<file path="src/verilog/prio_pkg.sv">
package prio_pkg;

    // ****************************************
    // Sizes
    // ****************************************
    localparam int NUM_REGS = 7;
    localparam int NUM_SRC  = 16;
    localparam int DATA_W   = 16;
    localparam int ADDR_W   = 3;
    localparam int FIELD_W  = 3;
    localparam int SRC_W    = 4;

    // ****************************************
    // Register indices on the plain port
    // ****************************************
    localparam logic [2:0] IDX_TIMER4_OC      = 3'h0;
    localparam logic [2:0] IDX_SERIAL2_TIMER5 = 3'h1;
    localparam logic [2:0] IDX_SPI_PORT2      = 3'h2;
    localparam logic [2:0] IDX_CAPTURE_3_5    = 3'h3;
    localparam logic [2:0] IDX_COMPARE5       = 3'h4;
    localparam logic [2:0] IDX_PARALLEL_PORT  = 3'h5;
    localparam logic [2:0] IDX_I2C_PORT2      = 3'h6;
    localparam logic [2:0] IDX_PENDING        = 3'h7;

    // ****************************************
    // Implemented bits
    // ****************************************
    localparam logic [15:0] MASK_TIMER4_OC      = 16'h7770;
    localparam logic [15:0] MASK_SERIAL2_TIMER5 = 16'h7777;
    localparam logic [15:0] MASK_SPI_PORT2      = 16'h0077;
    localparam logic [15:0] MASK_CAPTURE_3_5    = 16'h7770;
    localparam logic [15:0] MASK_COMPARE5       = 16'h0070;
    localparam logic [15:0] MASK_PARALLEL_PORT  = 16'h0070;
    localparam logic [15:0] MASK_I2C_PORT2      = 16'h0770;

    // ****************************************
    // Reset values, every field at level four
    // ****************************************
    localparam logic [15:0] RST_TIMER4_OC      = 16'h4440;
    localparam logic [15:0] RST_SERIAL2_TIMER5 = 16'h4444;
    localparam logic [15:0] RST_SPI_PORT2      = 16'h0044;
    localparam logic [15:0] RST_CAPTURE_3_5    = 16'h4440;
    localparam logic [15:0] RST_COMPARE5       = 16'h0040;
    localparam logic [15:0] RST_PARALLEL_PORT  = 16'h0040;
    localparam logic [15:0] RST_I2C_PORT2      = 16'h0440;

    localparam logic [15:0] REG_MASK [NUM_REGS] = '{
        MASK_TIMER4_OC, MASK_SERIAL2_TIMER5, MASK_SPI_PORT2,
        MASK_CAPTURE_3_5, MASK_COMPARE5, MASK_PARALLEL_PORT,
        MASK_I2C_PORT2};

    localparam logic [NUM_REGS-1:0][15:0] REG_RESET = {
        RST_I2C_PORT2, RST_PARALLEL_PORT, RST_COMPARE5,
        RST_CAPTURE_3_5, RST_SPI_PORT2, RST_SERIAL2_TIMER5,
        RST_TIMER4_OC};

    // ****************************************
    // Field codes and levels
    // ****************************************
    localparam logic [2:0] CODE_OFF   = 3'h0;
    localparam logic [2:0] CODE_LOW   = 3'h1;
    localparam logic [2:0] CODE_HIGH  = 3'h7;
    localparam logic [2:0] LEVEL_NONE = 3'h0;
    localparam logic [2:0] LEVEL_LOW  = 3'h1;
    localparam logic [2:0] LEVEL_HIGH = 3'h7;

    // ****************************************
    // Source order and field placement
    // ****************************************
    // 0 timer4, 1 compare4, 2 compare3, 3 serial2 tx, 4 serial2 rx,
    // 5 ext irq2, 6 timer5, 7 spi2 event, 8 spi2 fault, 9 capture5,
    // 10 capture4, 11 capture3, 12 compare5, 13 parallel port,
    // 14 i2c2 master, 15 i2c2 slave
    localparam logic [2:0] SRC_REG [NUM_SRC] = '{
        3'h0, 3'h0, 3'h0, 3'h1, 3'h1, 3'h1, 3'h1, 3'h2,
        3'h2, 3'h3, 3'h3, 3'h3, 3'h4, 3'h5, 3'h6, 3'h6};

    localparam int SRC_LSB [NUM_SRC] = '{
        12, 8, 4, 12, 8, 4, 0, 4,
        0, 12, 8, 4, 4, 4, 8, 4};

endpackage

</file>
<file path="src/verilog/prio_field_decode.sv">
`timescale 1ns/1ps
`default_nettype none

module prio_field_decode
    import prio_pkg::*;
(
    // Field code
    input  wire logic [2:0] code,
    // Decoded level
    output logic      [2:0] level,
    output logic            enabled
);

    always_comb begin
        level   = LEVEL_NONE;
        enabled = 1'b0;
        unique case (code)
            CODE_HIGH: begin
                level   = LEVEL_HIGH;
                enabled = 1'b1;
            end
            CODE_LOW: begin
                level   = LEVEL_LOW;
                enabled = 1'b1;
            end
            CODE_OFF: begin
                level   = LEVEL_NONE;
                enabled = 1'b0;
            end
            default: begin
                level   = code;
                enabled = 1'b1;
            end
        endcase
    end

endmodule

`default_nettype wire

</file>
<file path="src/verilog/interrupt_priority_regs_b.sv">
`timescale 1ns/1ps
`default_nettype none

module interrupt_priority_regs_b
    import prio_pkg::*;
(
    // Clock and reset
    input  wire logic                              clk,
    input  wire logic                              reset,
    // Register port
    input  wire logic [prio_pkg::ADDR_W-1:0]       addr,
    input  wire logic [prio_pkg::DATA_W-1:0]       wdata,
    input  wire logic                              wr_en,
    input  wire logic                              rd_en,
    output logic      [prio_pkg::DATA_W-1:0]       rdata,
    // Raw source requests
    input  wire logic [prio_pkg::NUM_SRC-1:0]      src_flag,
    // Gated requests and levels
    output logic      [prio_pkg::NUM_SRC-1:0]      src_req,
    output logic      [prio_pkg::NUM_SRC-1:0][2:0] src_level,
    // Highest pending source
    output logic                                   best_valid,
    output logic      [2:0]                        best_level,
    output logic      [prio_pkg::SRC_W-1:0]        best_src
);

    import prio_pkg::*;

    // ****************************************
    // State
    // ****************************************
    typedef struct packed {
        logic [NUM_REGS-1:0][DATA_W-1:0] prio;
        logic [DATA_W-1:0]               rdata;
        logic [NUM_SRC-1:0]              req;
        logic [NUM_SRC-1:0][2:0]         level;
        logic                            best_valid;
        logic [2:0]                      best_level;
        logic [SRC_W-1:0]                best_src;
    } state_t;

    state_t state_reg;
    state_t state_next;

    logic [NUM_SRC-1:0][2:0] dec_level;
    logic [NUM_SRC-1:0]      dec_enabled;

    // ****************************************
    // Per-source field decode
    // ****************************************
    for (genvar g = 0; g < NUM_SRC; g++) begin : g_src
        prio_field_decode u_dec (
            .code    (state_reg.prio[SRC_REG[g]][SRC_LSB[g] +: FIELD_W]),
            .level   (dec_level[g]),
            .enabled (dec_enabled[g])
        );
    end

    // ****************************************
    // Next state
    // ****************************************
    always_comb begin
        state_next       = state_reg;
        state_next.rdata = '0;

        // Only implemented bits take a write
        if (wr_en && addr != IDX_PENDING) begin
            state_next.prio[addr] = wdata & REG_MASK[addr];
        end

        // Read data stand for one cycle only
        if (rd_en) begin
            unique case (addr)
                IDX_TIMER4_OC: begin
                    state_next.rdata = state_reg.prio[IDX_TIMER4_OC]
                                       & MASK_TIMER4_OC;
                end
                IDX_SERIAL2_TIMER5: begin
                    state_next.rdata = state_reg.prio[IDX_SERIAL2_TIMER5]
                                       & MASK_SERIAL2_TIMER5;
                end
                IDX_SPI_PORT2: begin
                    state_next.rdata = state_reg.prio[IDX_SPI_PORT2]
                                       & MASK_SPI_PORT2;
                end
                IDX_CAPTURE_3_5: begin
                    state_next.rdata = state_reg.prio[IDX_CAPTURE_3_5]
                                       & MASK_CAPTURE_3_5;
                end
                IDX_COMPARE5: begin
                    state_next.rdata = state_reg.prio[IDX_COMPARE5]
                                       & MASK_COMPARE5;
                end
                IDX_PARALLEL_PORT: begin
                    state_next.rdata = state_reg.prio[IDX_PARALLEL_PORT]
                                       & MASK_PARALLEL_PORT;
                end
                IDX_I2C_PORT2: begin
                    state_next.rdata = state_reg.prio[IDX_I2C_PORT2]
                                       & MASK_I2C_PORT2;
                end
                IDX_PENDING: begin
                    state_next.rdata = state_reg.req;
                end
            endcase
        end

        // Disabled sources are masked off
        state_next.req   = src_flag & dec_enabled;
        state_next.level = dec_level;

        // Highest level wins, lowest index on a tie
        state_next.best_valid = 1'b0;
        state_next.best_level = LEVEL_NONE;
        state_next.best_src   = '0;
        for (int i = 0; i < NUM_SRC; i++) begin
            if (state_next.req[i] && dec_level[i] > state_next.best_level) begin
                state_next.best_valid = 1'b1;
                state_next.best_level = dec_level[i];
                state_next.best_src   = SRC_W'(i);
            end
        end
    end

    // ****************************************
    // Registers
    // ****************************************
    always_ff @(posedge clk or posedge reset) begin
        if (reset) begin
            state_reg.prio       <= REG_RESET;
            state_reg.rdata      <= '0;
            state_reg.req        <= '0;
            state_reg.level      <= '0;
            state_reg.best_valid <= 1'b0;
            state_reg.best_level <= LEVEL_NONE;
            state_reg.best_src   <= '0;
        end else begin
            state_reg <= state_next;
        end
    end

    // ****************************************
    // Outputs
    // ****************************************
    assign rdata      = state_reg.rdata;
    assign src_req    = state_reg.req;
    assign src_level  = state_reg.level;
    assign best_valid = state_reg.best_valid;
    assign best_level = state_reg.best_level;
    assign best_src   = state_reg.best_src;

endmodule

`default_nettype wire

</file>
<file path="config.mk">
export PLATFORM = sky130hd
export DESIGN_NAME = interrupt_priority_regs_b
export DESIGN_NICKNAME = d
export VERILOG_FILES = /design/src/verilog/prio_pkg.sv /design/src/verilog/prio_field_decode.sv /design/src/verilog/interrupt_priority_regs_b.sv
export SDC_FILE = /design/constraint.sdc
export NUM_CORES = 1
export LEC_CHECK = 0
export BUFFER_PORTS_ARGS = -buffer_cell sky130_fd_sc_hd__buf_2
export CAP_MARGIN = 20
export CORE_ASPECT_RATIO = 0.8
export CORE_MARGIN = 3
export CORE_UTILIZATION = 57
export CTS_CLUSTER_SIZE = 10
export DETAILED_ROUTE_END_ITERATION = 16
export PLACE_DENSITY = 0.8
export SYNTH_ARGS = -nofsm -noshare
export SYNTH_HDL_FRONTEND = slang
export SYNTH_SLANG_ARGS = --single-unit
</file>
<file path="constraint.sdc">
create_clock -name clk -period 26.3 [get_ports clk]
set_input_delay 1.315 -clock clk [delete_from_list [all_inputs] [get_ports clk]]
set_output_delay 1.315 -clock clk [all_outputs]
set_load 0.005 [all_outputs]
</file>
* Yosys cells after proc, flatten, opt, wreduce, memory -nomap -nowiden
Memories as Yosys holds them, arrays and structs flattened.
Cells that the tools add are included.
** Storage, ports and cells
- Input bits :: 39
- Word-level logic and storage cells :: 181
- Bits in registers :: 200
- Bits in read-only memories :: 128
- Memories kept :: 1
** Cells by class
- Mux-type cells :: 55
- Reductions and logical operators :: 35
- Equality and inequality tests :: 40
- Order comparisons :: 19
- Bitwise gates (word level) :: 3
** Memories
- (name not given) :: words 8, width 16, read ports 1, clocked after memory_dff 0, write ports 0, line interrupt_priority_regs_b.sv:68 : state_next.prio[addr] = wdata & REG_MASK[addr];
** Operators with widths (count)
- $pmux 3 s3 :: 16
- $mux 8 :: 16
- $pmux 16 s8 :: 1
- $bwmux 112 :: 1
- $mux 16 :: 4
- $eq 3x3->1 const B :: 20
- $eq 3x1->1 const B :: 17
- $logic_not 3->1 :: 17
- $demux 16 s3 :: 1
- $gt 3x3->1 :: 15
- $and 16x16->16 :: 2
- $logic_and 1x1->1 :: 18
- $mux 1 :: 16
- $eq 3x2->1 const B :: 2
- $ge 4x4->1 const B :: 1
- $lt 3x4->1 const B :: 1
- $not 3->4 :: 1
- $ge 3x1->1 const B :: 1
- $gt 3x1->1 const B :: 1
- $ne 3x3->1 const B :: 1

* Logic depth before layout (Yosys ltp)
Gate-level depths: netlist of the first run.
- Depth in word-level cells :: 50
- Depth in mapped cells :: 118
- Gate-level depth less buffers :: 118

* Cells and area by module
Synthesis of the first run repeated with hierarchy kept, for this count alone.
** Second synthesis, totals
- Cell total of the unflattened synthesis :: 839
- Area total of the unflattened synthesis :: 7946.4 um2
** Modules (own cells, without submodules)
- interrupt_priority_regs_b :: cells an instance 775, area each 7666.1 um2, instances 1
- prio_field_decode :: cells an instance 4, area each 17.5 um2, instances 16

* Worst setup path before layout of the first run
Ideal clock, no wire load.
- Path type :: input to register
- From :: input src_flag[0] in the netlist's numbering
- To :: register, netlist name best_valid
- Setup time :: 0.140 ns
- Path buffers :: 0
- Arrival :: 22.283 ns
- Slack :: 3.877 ns
- Stages on the path :: 109
- Data required time :: 26.160 ns
- Path through :: nand2_1 -> ha_1 -> a21oi_1 -> o21a_1 -> nor2_1 -> o21ai_0 -> inv_1 -> ha_1 -> nand2_1 -> nor2_1 -> a311oi_1 -> nor2_1 -> mux2_2 -> inv_1 -> ha_1 -> and2_2 -> and2b_2 -> mux2_2 -> [... 73 more ...] -> ha_1 -> and3_2 -> mux2_2 -> o221ai_1 -> and2_1 -> ha_1 -> nand3_1 -> nand2_1 -> a21oi_2 -> nand2_1 -> o31a_1 -> ha_1 -> nor2b_1 -> o21a_1 -> o211ai_1 -> nand2b_1 -> a211oi_2 -> nand3_1
** RTL lines
- start, declared :: line interrupt_priority_regs_b.sv:17 : input wire logic [prio_pkg::NUM_SRC-1:0] src_flag,

==> results.py, run 1 <==
metrics = {
    "status": {
        "outcome": "finished clean",
    },
    "drt": {
        "avgViaCountPerCell": 6.25,
        "detail_route.first_pass.iterations": 6,
        "route.antenna.remaining_nets": 0,
        "dr_total_vias": 6815,
        "avgRoutedWirePerCell_um": 19.8,
        "detail_route.drc_violations": 0,
        "drt-total-wl_um": 21600,
        "drt-initial-drc-count": 710,
    },
    "critical_path": {
        "startpoint_type": "primary input",
        "cp_slowest_cell": "a221o_1",
        "arrival_ns": 25.16,
        "cp_top_family": "compound AO/OA/AOI/OAI gates",
        "maximum_net_fanout_on_the_critical_path": 9,
        "critPathBufInv": 8,
        "worst-setup-path-type": "in2reg",
        "critical_path_required_ns": 26.58,
        "critical_path.endpoint_type": "flip-flop",
        "cp_slowest_stage_delay_ns": 0.41,
        "worst_path_most_repeated_cell": "ha_1",
    },
    "synth": {
        "avgSynthCellArea_um2": 9.57,
        "synth_warnings": 0,
        "yosys.cell_count.top_type": "dfrtp_1",
        "synth-main-ff-cell": "dfrtp_1",
        "number_of_library_cell_types_mapped_by_synthesis": 96,
        "synth_common_cells": "dfrtp_1, nand2_1, o21ai_0, clkbuf_1, inv_1",
        "seq_cells_post_synth": 136,
        "synth_top_area_share_pct": 38.1,
        "yosys-top-cells-area": "dfrtp_1, ha_1, mux2_2",
        "number_of_enable_flip_flop_cells_after_synthesis": 0,
        "sequential_cell_area_fraction_in_the_yosys_report_pct": 43.5,
        "top_cell_type_by_total_area_after_synthesis": "dfrtp_1",
        "syn-instance-count": 823,
        "ys_async_sr_fraction_pct": 100,
        "syn-num-nets": 900,
        "cell_area_synth_um2": 7870,
    },
    "sta": {
        "max_freq_mhz": 40.2,
        "clock_skew_ns": 0.00681,
        "worst_slew_margin_rel_pct": 31.3,
        "final_hold_vio_count": 0,
        "final.min_clock_period_ns": 24.89,
        "final-max-slew-violation-count": 0,
        "worst_slew_pin_slew_ns": 1.02,
        "finalCritPeriodShare_pct": 94.6,
        "setup_viol": 0,
    },
    "hold_path": {
        "hold_path.class": "reg2reg",
    },
    "place": {
        "gp_congestion": 0.955,
        "placed_cells": 1052,
        "place_hpwl_um": 15500,
        "port_buffers": 122,
    },
    "die": {
        "design.core.area_um2": 13200,
        "core.rowCount": 37,
        "dieArea_um2": 15300,
        "fp.dieH_um": 111,
        "start_util_pct": 59.7,
        "die_width_um": 137,
        "floorplan.io_pins": 127,
    },
    "clock_network": {
        "cts.clk_slew.worst_paths_ns": 0.06,
        "clk-insertion-delay-late_ns": 0.43,
        "clock_tree.buffer_depth": 2,
        "postCtsHoldBufs": 0,
        "clk_root_buf": "clkbuf_16",
        "clock-sinks": 136,
        "cts_inserted_buffers": 17,
        "tritoncts": "done",
        "h_tree_depth": 4,
    },
    "finish": {
        "utilization_pct": 68.6,
        "antennaDiodeCount": 0,
        "synthToLayoutAreaGrowth_pct": 14.9,
        "layout.nets": 979,
        "post_route_cells_drive_above_1_share_pct": 29.5,
        "instances_no_fill": 1090,
    },
    "flow_run": {
        "max_cap_viol_count": 0,
    },
    "pwr": {
        "power.leakage_nw": 4.21,
        "overall_power_w": 0.00125,
        "power_per_cell_area_nw_per_um2": 138,
        "power.ir.vdd_worst_uv": 79.1,
    },
    "grt": {
        "grt_max_degree": 70,
        "grt_antenna_before_repair": 0,
        "grt_first_pass_wirelength_um": 34300,
        "grtUsageTotal_pct": 28.8,
        "number_of_global_route_vias_before_repair": 6522,
        "grt.overflow.total": 0,
    },
}
through the flow:
| stage | cell area, um^2 | setup WS (ns) | hold WS (ns) | setup TNS, ns |
|---|---|---|---|---|
| after floorplan | 7870 | 3.88 | 0.473 | 0 |
| after CTS | 8970 | 0.985 | 0.439 | 0 |
| after global routing | 9050 | -0.0507 | 0.446 | -0.0897 |
| after detailed placement | 8400 | 0.900 | 0.428 | 0 |
| final | 9050 | 1.41 | 0.440 | 0 |
| after global placement | 8400 | 1.24 | 0.428 | 0 |
routing by layer:
layer | share of wire [%] | track usage, %
met3 | 11 | 8.17
met1 | 44 | 42.0
met4 | 3.0 | 11.6
met5 | 0 | 0
met2 | 42 | 40.3
final timing paths:
path / slack [ns] / depth (start not counted) / end / from
min in group asynchronous: 0.96 / 2 / rdata[15] / reset
min: 0.44 / 0 / src_level[2] / state_reg[102]
max reg2reg: 1.88 / 110 / best_valid / state_reg[102]
min reg2reg: 0.44 / 0 / src_level[2] / state_reg[102]
max in group asynchronous: 24.08 / 3 / state_reg[105] / reset
max: 1.41 / 112 / best_valid / src_flag[0]
cells by family after synthesis:
logic type	Yosys count	share of synthesized area, %
muxes	45	6.64
adders and majority gates	39	6.17
DFF	136	43.5
AOI/OAI and AO/OA	244	22.3
buffers and inverters	122	6.56
xor gates and xnor gates	4	0.445
and+or+nand+nor	233	14.4
placed cells by master, fill, tap and decap left out, types with 7 or more instances in the layout:
master     Yosys  routed
a31oi_1       15      14
dfstp_2       16      16
o21ai_0       66      66
o31ai_1        9       9
nand2_1       99      99
a211oi_1       7       7
and2_1         8       8
buf_4          0       8
inv_1         51      50
o211ai_1       8       8
nand3_1       25      25
clkbuf_16      0      17
dfrtp_1      120     120
nor2b_1        7       7
o31a_1        14      14
a22oi_1       10      10
buf_2          0     122
mux2_2        38      38
ha_1          38      38
nor2_1        41      41
a21oi_1       27      27
nor3_1         7       7
what timing repair did:
item,in CTS,in global routing
resized for setup,0,4
setup buffers,0,6
setup endpoints to repair,0,8
hold endpoints to repair,0,0
worst reg2reg max path, delay by kind of cell, from the launching register on:
family | cells | cell delay [ns]
mux | 10 | 3.45
buf+inv | 7 | 0.59
compound gates | 45 | 9.94
simple gates | 33 | 5.46
flops | 1 | 0.57
fa+ha+maj | 15 | 4.25
report_power, final:
| group | switching, W | internal, W | total, W | leakage [nW] |
|---|---|---|---|---|
| clock | 0.000104 | 0.000127 | 0.000232 | 0.277 |
| sequential | 0.0000414 | 0.000255 | 0.000296 | 1.69 |
| combinational | 0.000418 | 0.000301 | 0.000720 | 2.24 |
| total | 0.000564 | 0.000683 | 0.00125 | 4.21 |
cell type report:
type	count	area [um^2]
clock buffer	18	439
clock inverter	14	133
timing repair buffer	130	671
tap	175	219
fill	1017	4150
sequential	136	3420
multi-input combinational	565	3960
inverter	52	200
No activity file was read; power rests on OpenSTA's default activity.
==> inputs of run 2 (changes only) <==
==> constraint.sdc (replaced) <==
create_clock -name clk -period 23 [get_ports clk]
set_input_delay 1.15 -clock clk [delete_from_list [all_inputs] [get_ports clk]]
set_output_delay 1.15 -clock clk [all_outputs]
set_load 0.005 [all_outputs]
==> results.py, run 2 (synthesized netlist as in run 1, its figures left out) <==
metrics = {
    "status": {
        "outcome": "finished clean",
    },
    "pwr": {
        "power.ir.vdd_worst_uv": 104,
        "power_per_cell_area_nw_per_um2": 171,
        "power.leakage_nw": 4.55,
        "overall_power_w": 0.00167,
    },
    "sta": {
        "final_hold_vio_count": 0,
        "setup_viol": 0,
        "max_freq_mhz": 45.3,
        "layout_setup_ws_ns": 0.933,
        "worst_slew_margin_rel_pct": 34.0,
        "clock_skew_ns": 0.00834,
        "finalCritPeriodShare_pct": 95.9,
        "final-max-slew-violation-count": 0,
        "final.min_clock_period_ns": 22.07,
        "setup-tns-final_ns": 0,
        "worst_slew_pin_slew_ns": 0.983,
    },
    "clock_network": {
        "postCtsHoldBufs": 0,
        "tritoncts": "done",
        "clk-insertion-delay-late_ns": 0.42,
        "clock-sinks": 136,
        "clk_root_buf": "clkbuf_16",
        "clock_tree.buffer_depth": 2,
        "cts.clk_slew.worst_paths_ns": 0.06,
        "h_tree_depth": 4,
        "cts_inserted_buffers": 17,
    },
    "die": {
        "start_util_pct": 59.7,
        "core.rowCount": 37,
        "design.core.area_um2": 13200,
        "die_width_um": 137,
        "dieArea_um2": 15300,
        "fp.dieH_um": 111,
        "floorplan.io_pins": 127,
    },
    "finish": {
        "antennaDiodeCount": 0,
        "layout.nets": 1043,
        "post_route_cells_drive_above_1_share_pct": 37.7,
        "mostFrequentLayoutCells": "buf_2, dfrtp_1, nand2_1",
        "most_frequent_standard_cell_in_the_layout_excluding_fill_and_tap_cells": "buf_2",
        "num-fill-cells": 930,
        "regArea_um2": 3420,
        "utilization_pct": 73.8,
        "synthToLayoutAreaGrowth_pct": 23.8,
        "instances_no_fill": 1154,
        "multi_input_comb_area_um2": 4170,
    },
    "drt": {
        "route.antenna.remaining_nets": 0,
        "drt-initial-drc-count": 866,
        "dr_total_vias": 7175,
        "avgRoutedWirePerCell_um": 19.6,
        "detail_route.drc_violations": 0,
        "avgViaCountPerCell": 6.22,
        "detail_route.first_pass.iterations": 8,
        "drt-total-wl_um": 22600,
    },
    "grt": {
        "grt.overflow.total": 0,
        "number_of_global_route_vias_before_repair": 6679,
        "grtUsageTotal_pct": 29.4,
        "grt_antenna_before_repair": 0,
        "grt_first_pass_wirelength_um": 35300,
        "grt_max_degree": 72,
    },
    "critical_path": {
        "cp_slowest_stage_delay_ns": 0.38,
        "worst-setup-path-type": "in2reg",
        "worst_path_most_repeated_cell": "ha_1",
        "critical_path_required_ns": 23.26,
        "critical_path.endpoint_type": "flip-flop",
        "maximum_net_fanout_on_the_critical_path": 6,
        "startpoint_type": "primary input",
        "cp_slowest_cell": "a221o_1",
        "arrival_ns": 22.32,
    },
    "place": {
        "port_buffers": 122,
        "pre_cts_ws_ns": -0.198,
        "placed_cells": 1115,
        "gp_congestion": 0.944,
        "place_hpwl_um": 16100,
    },
    "hold_path": {
        "hold_path.class": "reg2reg",
    },
    "flow_run": {
        "max_cap_viol_count": 0,
    },
}
run 2: critical path: cells and delay by family:
kind                     cells  cell delay [ns]
adder cells (fa/ha/maj)     15             3.75
buffers and inverters        9             1.01
AO/OA/AOI/OAI               43             8.10
AND/OR/NAND/NOR             30             4.43
multiplexers                12             3.87
run 2: where the power goes:
| part | internal (W) | switching, W |
|---|---|---|
| combinational | 0.000518 | 0.000547 |
| sequential | 0.000291 | 0.0000494 |
| clock | 0.000146 | 0.000117 |
run 2: worst paths after layout:
path	startpoint	to	slack, ns	cells after the start
max in group asynchronous	reset	src_level[19]	20.95	3
hold reg to reg	state_reg[194]	src_level[44]	0.44	0
setup reg to reg	state_reg[102]	best_valid	1.27	108
min in group asynchronous	reset	src_req[15]	0.82	2
hold / removal	state_reg[194]	src_level[44]	0.44	0
setup / recovery	src_flag[0]	best_valid	0.93	109
run 2: timing repair:
| item | 4_1_cts | 5_1_grt |
|---|---|---|
| pin swaps | 1 | 18 |
| resized for setup | 1 | 56 |
| setup endpoints to repair | 4 | 8 |
| setup buffers | 1 | 6 |
run 2: area by class of cell:
type,count,share of cell area [%]
clock buffers,18,4.51
repair buffers,194,11.9
multi-input cells,565,42.8
clock inverters,14,1.35
inverters,52,2.05
flip-flops and latches,136,35.1
well taps,175,2.25
run 2: routing by layer:
| layer | vias up | share of wire (%) | track usage (%) |
|---|---|---|---|
| met5 | - | 0 | 0 |
| met4 | 0 | 1.8 | 7.05 |
| met3 | 46 | 11 | 7.49 |
| met2 | 439 | 44 | 43.7 |
| met1 | 3450 | 43 | 43.1 |
| li1 | 3240 | - | - |
run 2: through the flow:
| stage | hold WS [ns] | cell area, um^2 |
|---|---|---|
| 2_1_floorplan | 0.473 | 7870 |
| 3_3_place_gp | 0.426 | 8890 |
| 3_5_place_dp | 0.427 | 8890 |
| 4_1_cts | 0.433 | 9470 |
| 5_1_grt | 0.450 | 9740 |
| 6_report | 0.445 | 9740 |
==> inputs of run 3 (changes only) <==
==> constraint.sdc (replaced) <==
create_clock -name clk -period 23 [get_ports clk]
set_input_delay 4.6 -clock clk [delete_from_list [all_inputs] [get_ports clk]]
set_output_delay 4.6 -clock clk [all_outputs]
set_load 0.005 [all_outputs]
==> results.py, run 3 (synthesized netlist as in run 1, its figures left out) <==
metrics = {
    "critical_path": {
        "critical_path.endpoint_type": "flip-flop",
        "cp_slowest_stage_delay_ns": 0.41,
        "cp_slowest_cell": "or3_4",
        "worst-setup-path-type": "in2reg",
        "arrival_ns": 24.85,
        "maximum_net_fanout_on_the_critical_path": 6,
        "worst_path_most_repeated_cell": "ha_4",
        "startpoint_type": "primary input",
        "critical_path_required_ns": 23.23,
    },
    "drt": {
        "dr_total_vias": 8003,
        "drt-total-wl_um": 28800,
        "detail_route.first_pass.iterations": 8,
        "avgViaCountPerCell": 6.27,
        "avgRoutedWirePerCell_um": 22.6,
        "drt-initial-drc-count": 1131,
        "detail_route.drc_violations": 0,
        "route.antenna.remaining_nets": 0,
    },
    "pwr": {
        "p_int_w": 0.00132,
        "clock_power_share_pct": 13.3,
        "power.leakage_nw": 5.35,
        "overall_power_w": 0.00229,
        "power_per_cell_area_nw_per_um2": 198,
        "p_seq_share_pct": 15.1,
        "fraction_of_power_spent_switching_nets_pct": 42.2,
        "total_switching_power_w": 0.000967,
        "power.ir.vdd_worst_uv": 191,
        "power.combinational.fraction_pct": 71.6,
    },
    "grt": {
        "grt_antenna_before_repair": 0,
        "grt.overflow.total": 0,
        "grt_first_pass_wirelength_um": 42400,
        "grtUsageTotal_pct": 35.9,
        "number_of_global_route_vias_before_repair": 7763,
        "grt_max_degree": 83,
    },
    "clock_network": {
        "clk-insertion-delay-late_ns": 0.43,
        "clk_root_buf": "clkbuf_16",
        "postCtsHoldBufs": 0,
        "cts_inserted_buffers": 17,
        "h_tree_depth": 4,
        "clock_tree.buffer_depth": 2,
        "cts.clk_slew.worst_paths_ns": 0.07,
        "tritoncts": "done",
        "clock-sinks": 136,
    },
    "finish": {
        "synthToLayoutAreaGrowth_pct": 47.0,
        "mostFrequentLayoutCells": "buf_4, buf_2, dfrtp_1",
        "post_route_cells_drive_above_1_share_pct": 51.4,
        "regArea_um2": 3420,
        "layout.nets": 1166,
        "most_frequent_standard_cell_in_the_layout_excluding_fill_and_tap_cells": "buf_4",
        "antennaDiodeCount": 0,
        "num-fill-cells": 644,
        "utilization_pct": 87.7,
        "multi_input_comb_area_um2": 4910,
    },
    "sta": {
        "max_freq_mhz": 40.6,
        "layout_setup_ws_ns": -1.62,
        "worst_slew_pin_slew_ns": 1.03,
        "setup-tns-final_ns": -12.11,
        "finalCritPeriodShare_pct": 107,
        "clock_skew_ns": 0.0105,
        "final_hold_vio_count": 0,
        "final.min_clock_period_ns": 24.62,
        "setup_viol": 8,
        "final-max-slew-violation-count": 0,
        "unrepaired_setup_endpoints_after_global_routing": "yes",
        "worst_slew_margin_rel_pct": 30.6,
    },
    "status": {
        "failed_checks": "negative setup slack",
        "outcome": "finished, violations left",
    },
    "die": {
        "die_width_um": 137,
        "core.rowCount": 37,
        "fp.dieH_um": 111,
        "design.core.area_um2": 13200,
        "floorplan.io_pins": 127,
        "start_util_pct": 59.7,
        "dieArea_um2": 15300,
    },
    "place": {
        "gp_congestion": 0.941,
        "place_hpwl_um": 18500,
        "port_buffers": 122,
    },
    "hold_path": {
        "hold_path.class": "reg2reg",
    },
    "flow_run": {
        "max_cap_viol_count": 0,
    },
}
==> run 3: metal layers <==
metal / global-route usage, % / routed length [um] / vias up
met5: 0 / 0 / -
met4: 10.4 / 871 / 0
met3: 7.49 / 2910 / 92
met2: 56.1 / 13600 / 558
met1: 50.4 / 11400 / 3876
li1: - / - / 3477
==> run 3: power groups by stage <==
| stage | clock [W] | sequential [W] | combinational, W |
|---|---|---|---|
| 5_1_grt | 0.000317 | 0.000350 | 0.00174 |
| 4_1_cts | 0.000303 | 0.000342 | 0.00141 |
| 3_3_place_gp | 0 | 0.000340 | 0.00115 |
| 3_5_place_dp | 0 | 0.000343 | 0.00119 |
| 6_report | 0.000304 | 0.000347 | 0.00164 |
| 2_1_floorplan | 0 | 0.000321 | 0.000728 |
==> run 3: stage by stage <==
| step | cell area (um^2) | std cells | hold slack [ns] | setup slack [ns] |
|---|---|---|---|---|
| after floorplan | 8340 | 823 | 0.473 | -1.28 |
| after global placement | 9930 | 1192 | 0.445 | -1.93 |
| after detailed placement | 9930 | 1192 | 0.444 | -2.41 |
| after CTS | 11200 | 1258 | 0.464 | -1.22 |
| after global routing | 11600 | 1277 | 0.475 | -2.33 |
| final | 11600 | 1277 | 0.463 | -1.62 |
==> run 3: path summary, 6_finish.rpt <==
kind	from	endpoint	slack, ns	cells past startpoint
max	src_flag[0]	best_valid	-1.62	111
max in group asynchronous	reset	state_reg[110]	17.68	4
min reg2reg	state_reg[98]	src_level[5]	0.46	0
max reg2reg	state_reg[102]	best_valid	1.99	110
min in group asynchronous	reset	src_level[43]	4.21	2
min	state_reg[98]	src_level[5]	0.46	0
==> run 3: final cells by class <==
type,instances,area share [%]
Inverter,52,1.88
Multi-Input combinational cell,565,42.4
Sequential cell,136,29.6
Timing Repair Buffer,317,18.6
Clock buffer,18,3.79
Tap cell,175,1.89
Clock inverter,14,1.77
==> run 3: worst max-delay path, delay by kind of cell <==
family	cells	cell delay, ns
AOI/OAI and AO/OA	42	7.66
and+or+nand+nor	32	4.33
muxes	12	3.86
adders and majority gates	15	3.53
buffers and inverters	10	0.81
==> run 3: repair_timing <==
action,in CTS,in global routing
pin swaps,71,68
gates resized for setup,70,46
setup buffers,35,19
setup endpoints to repair,8,8
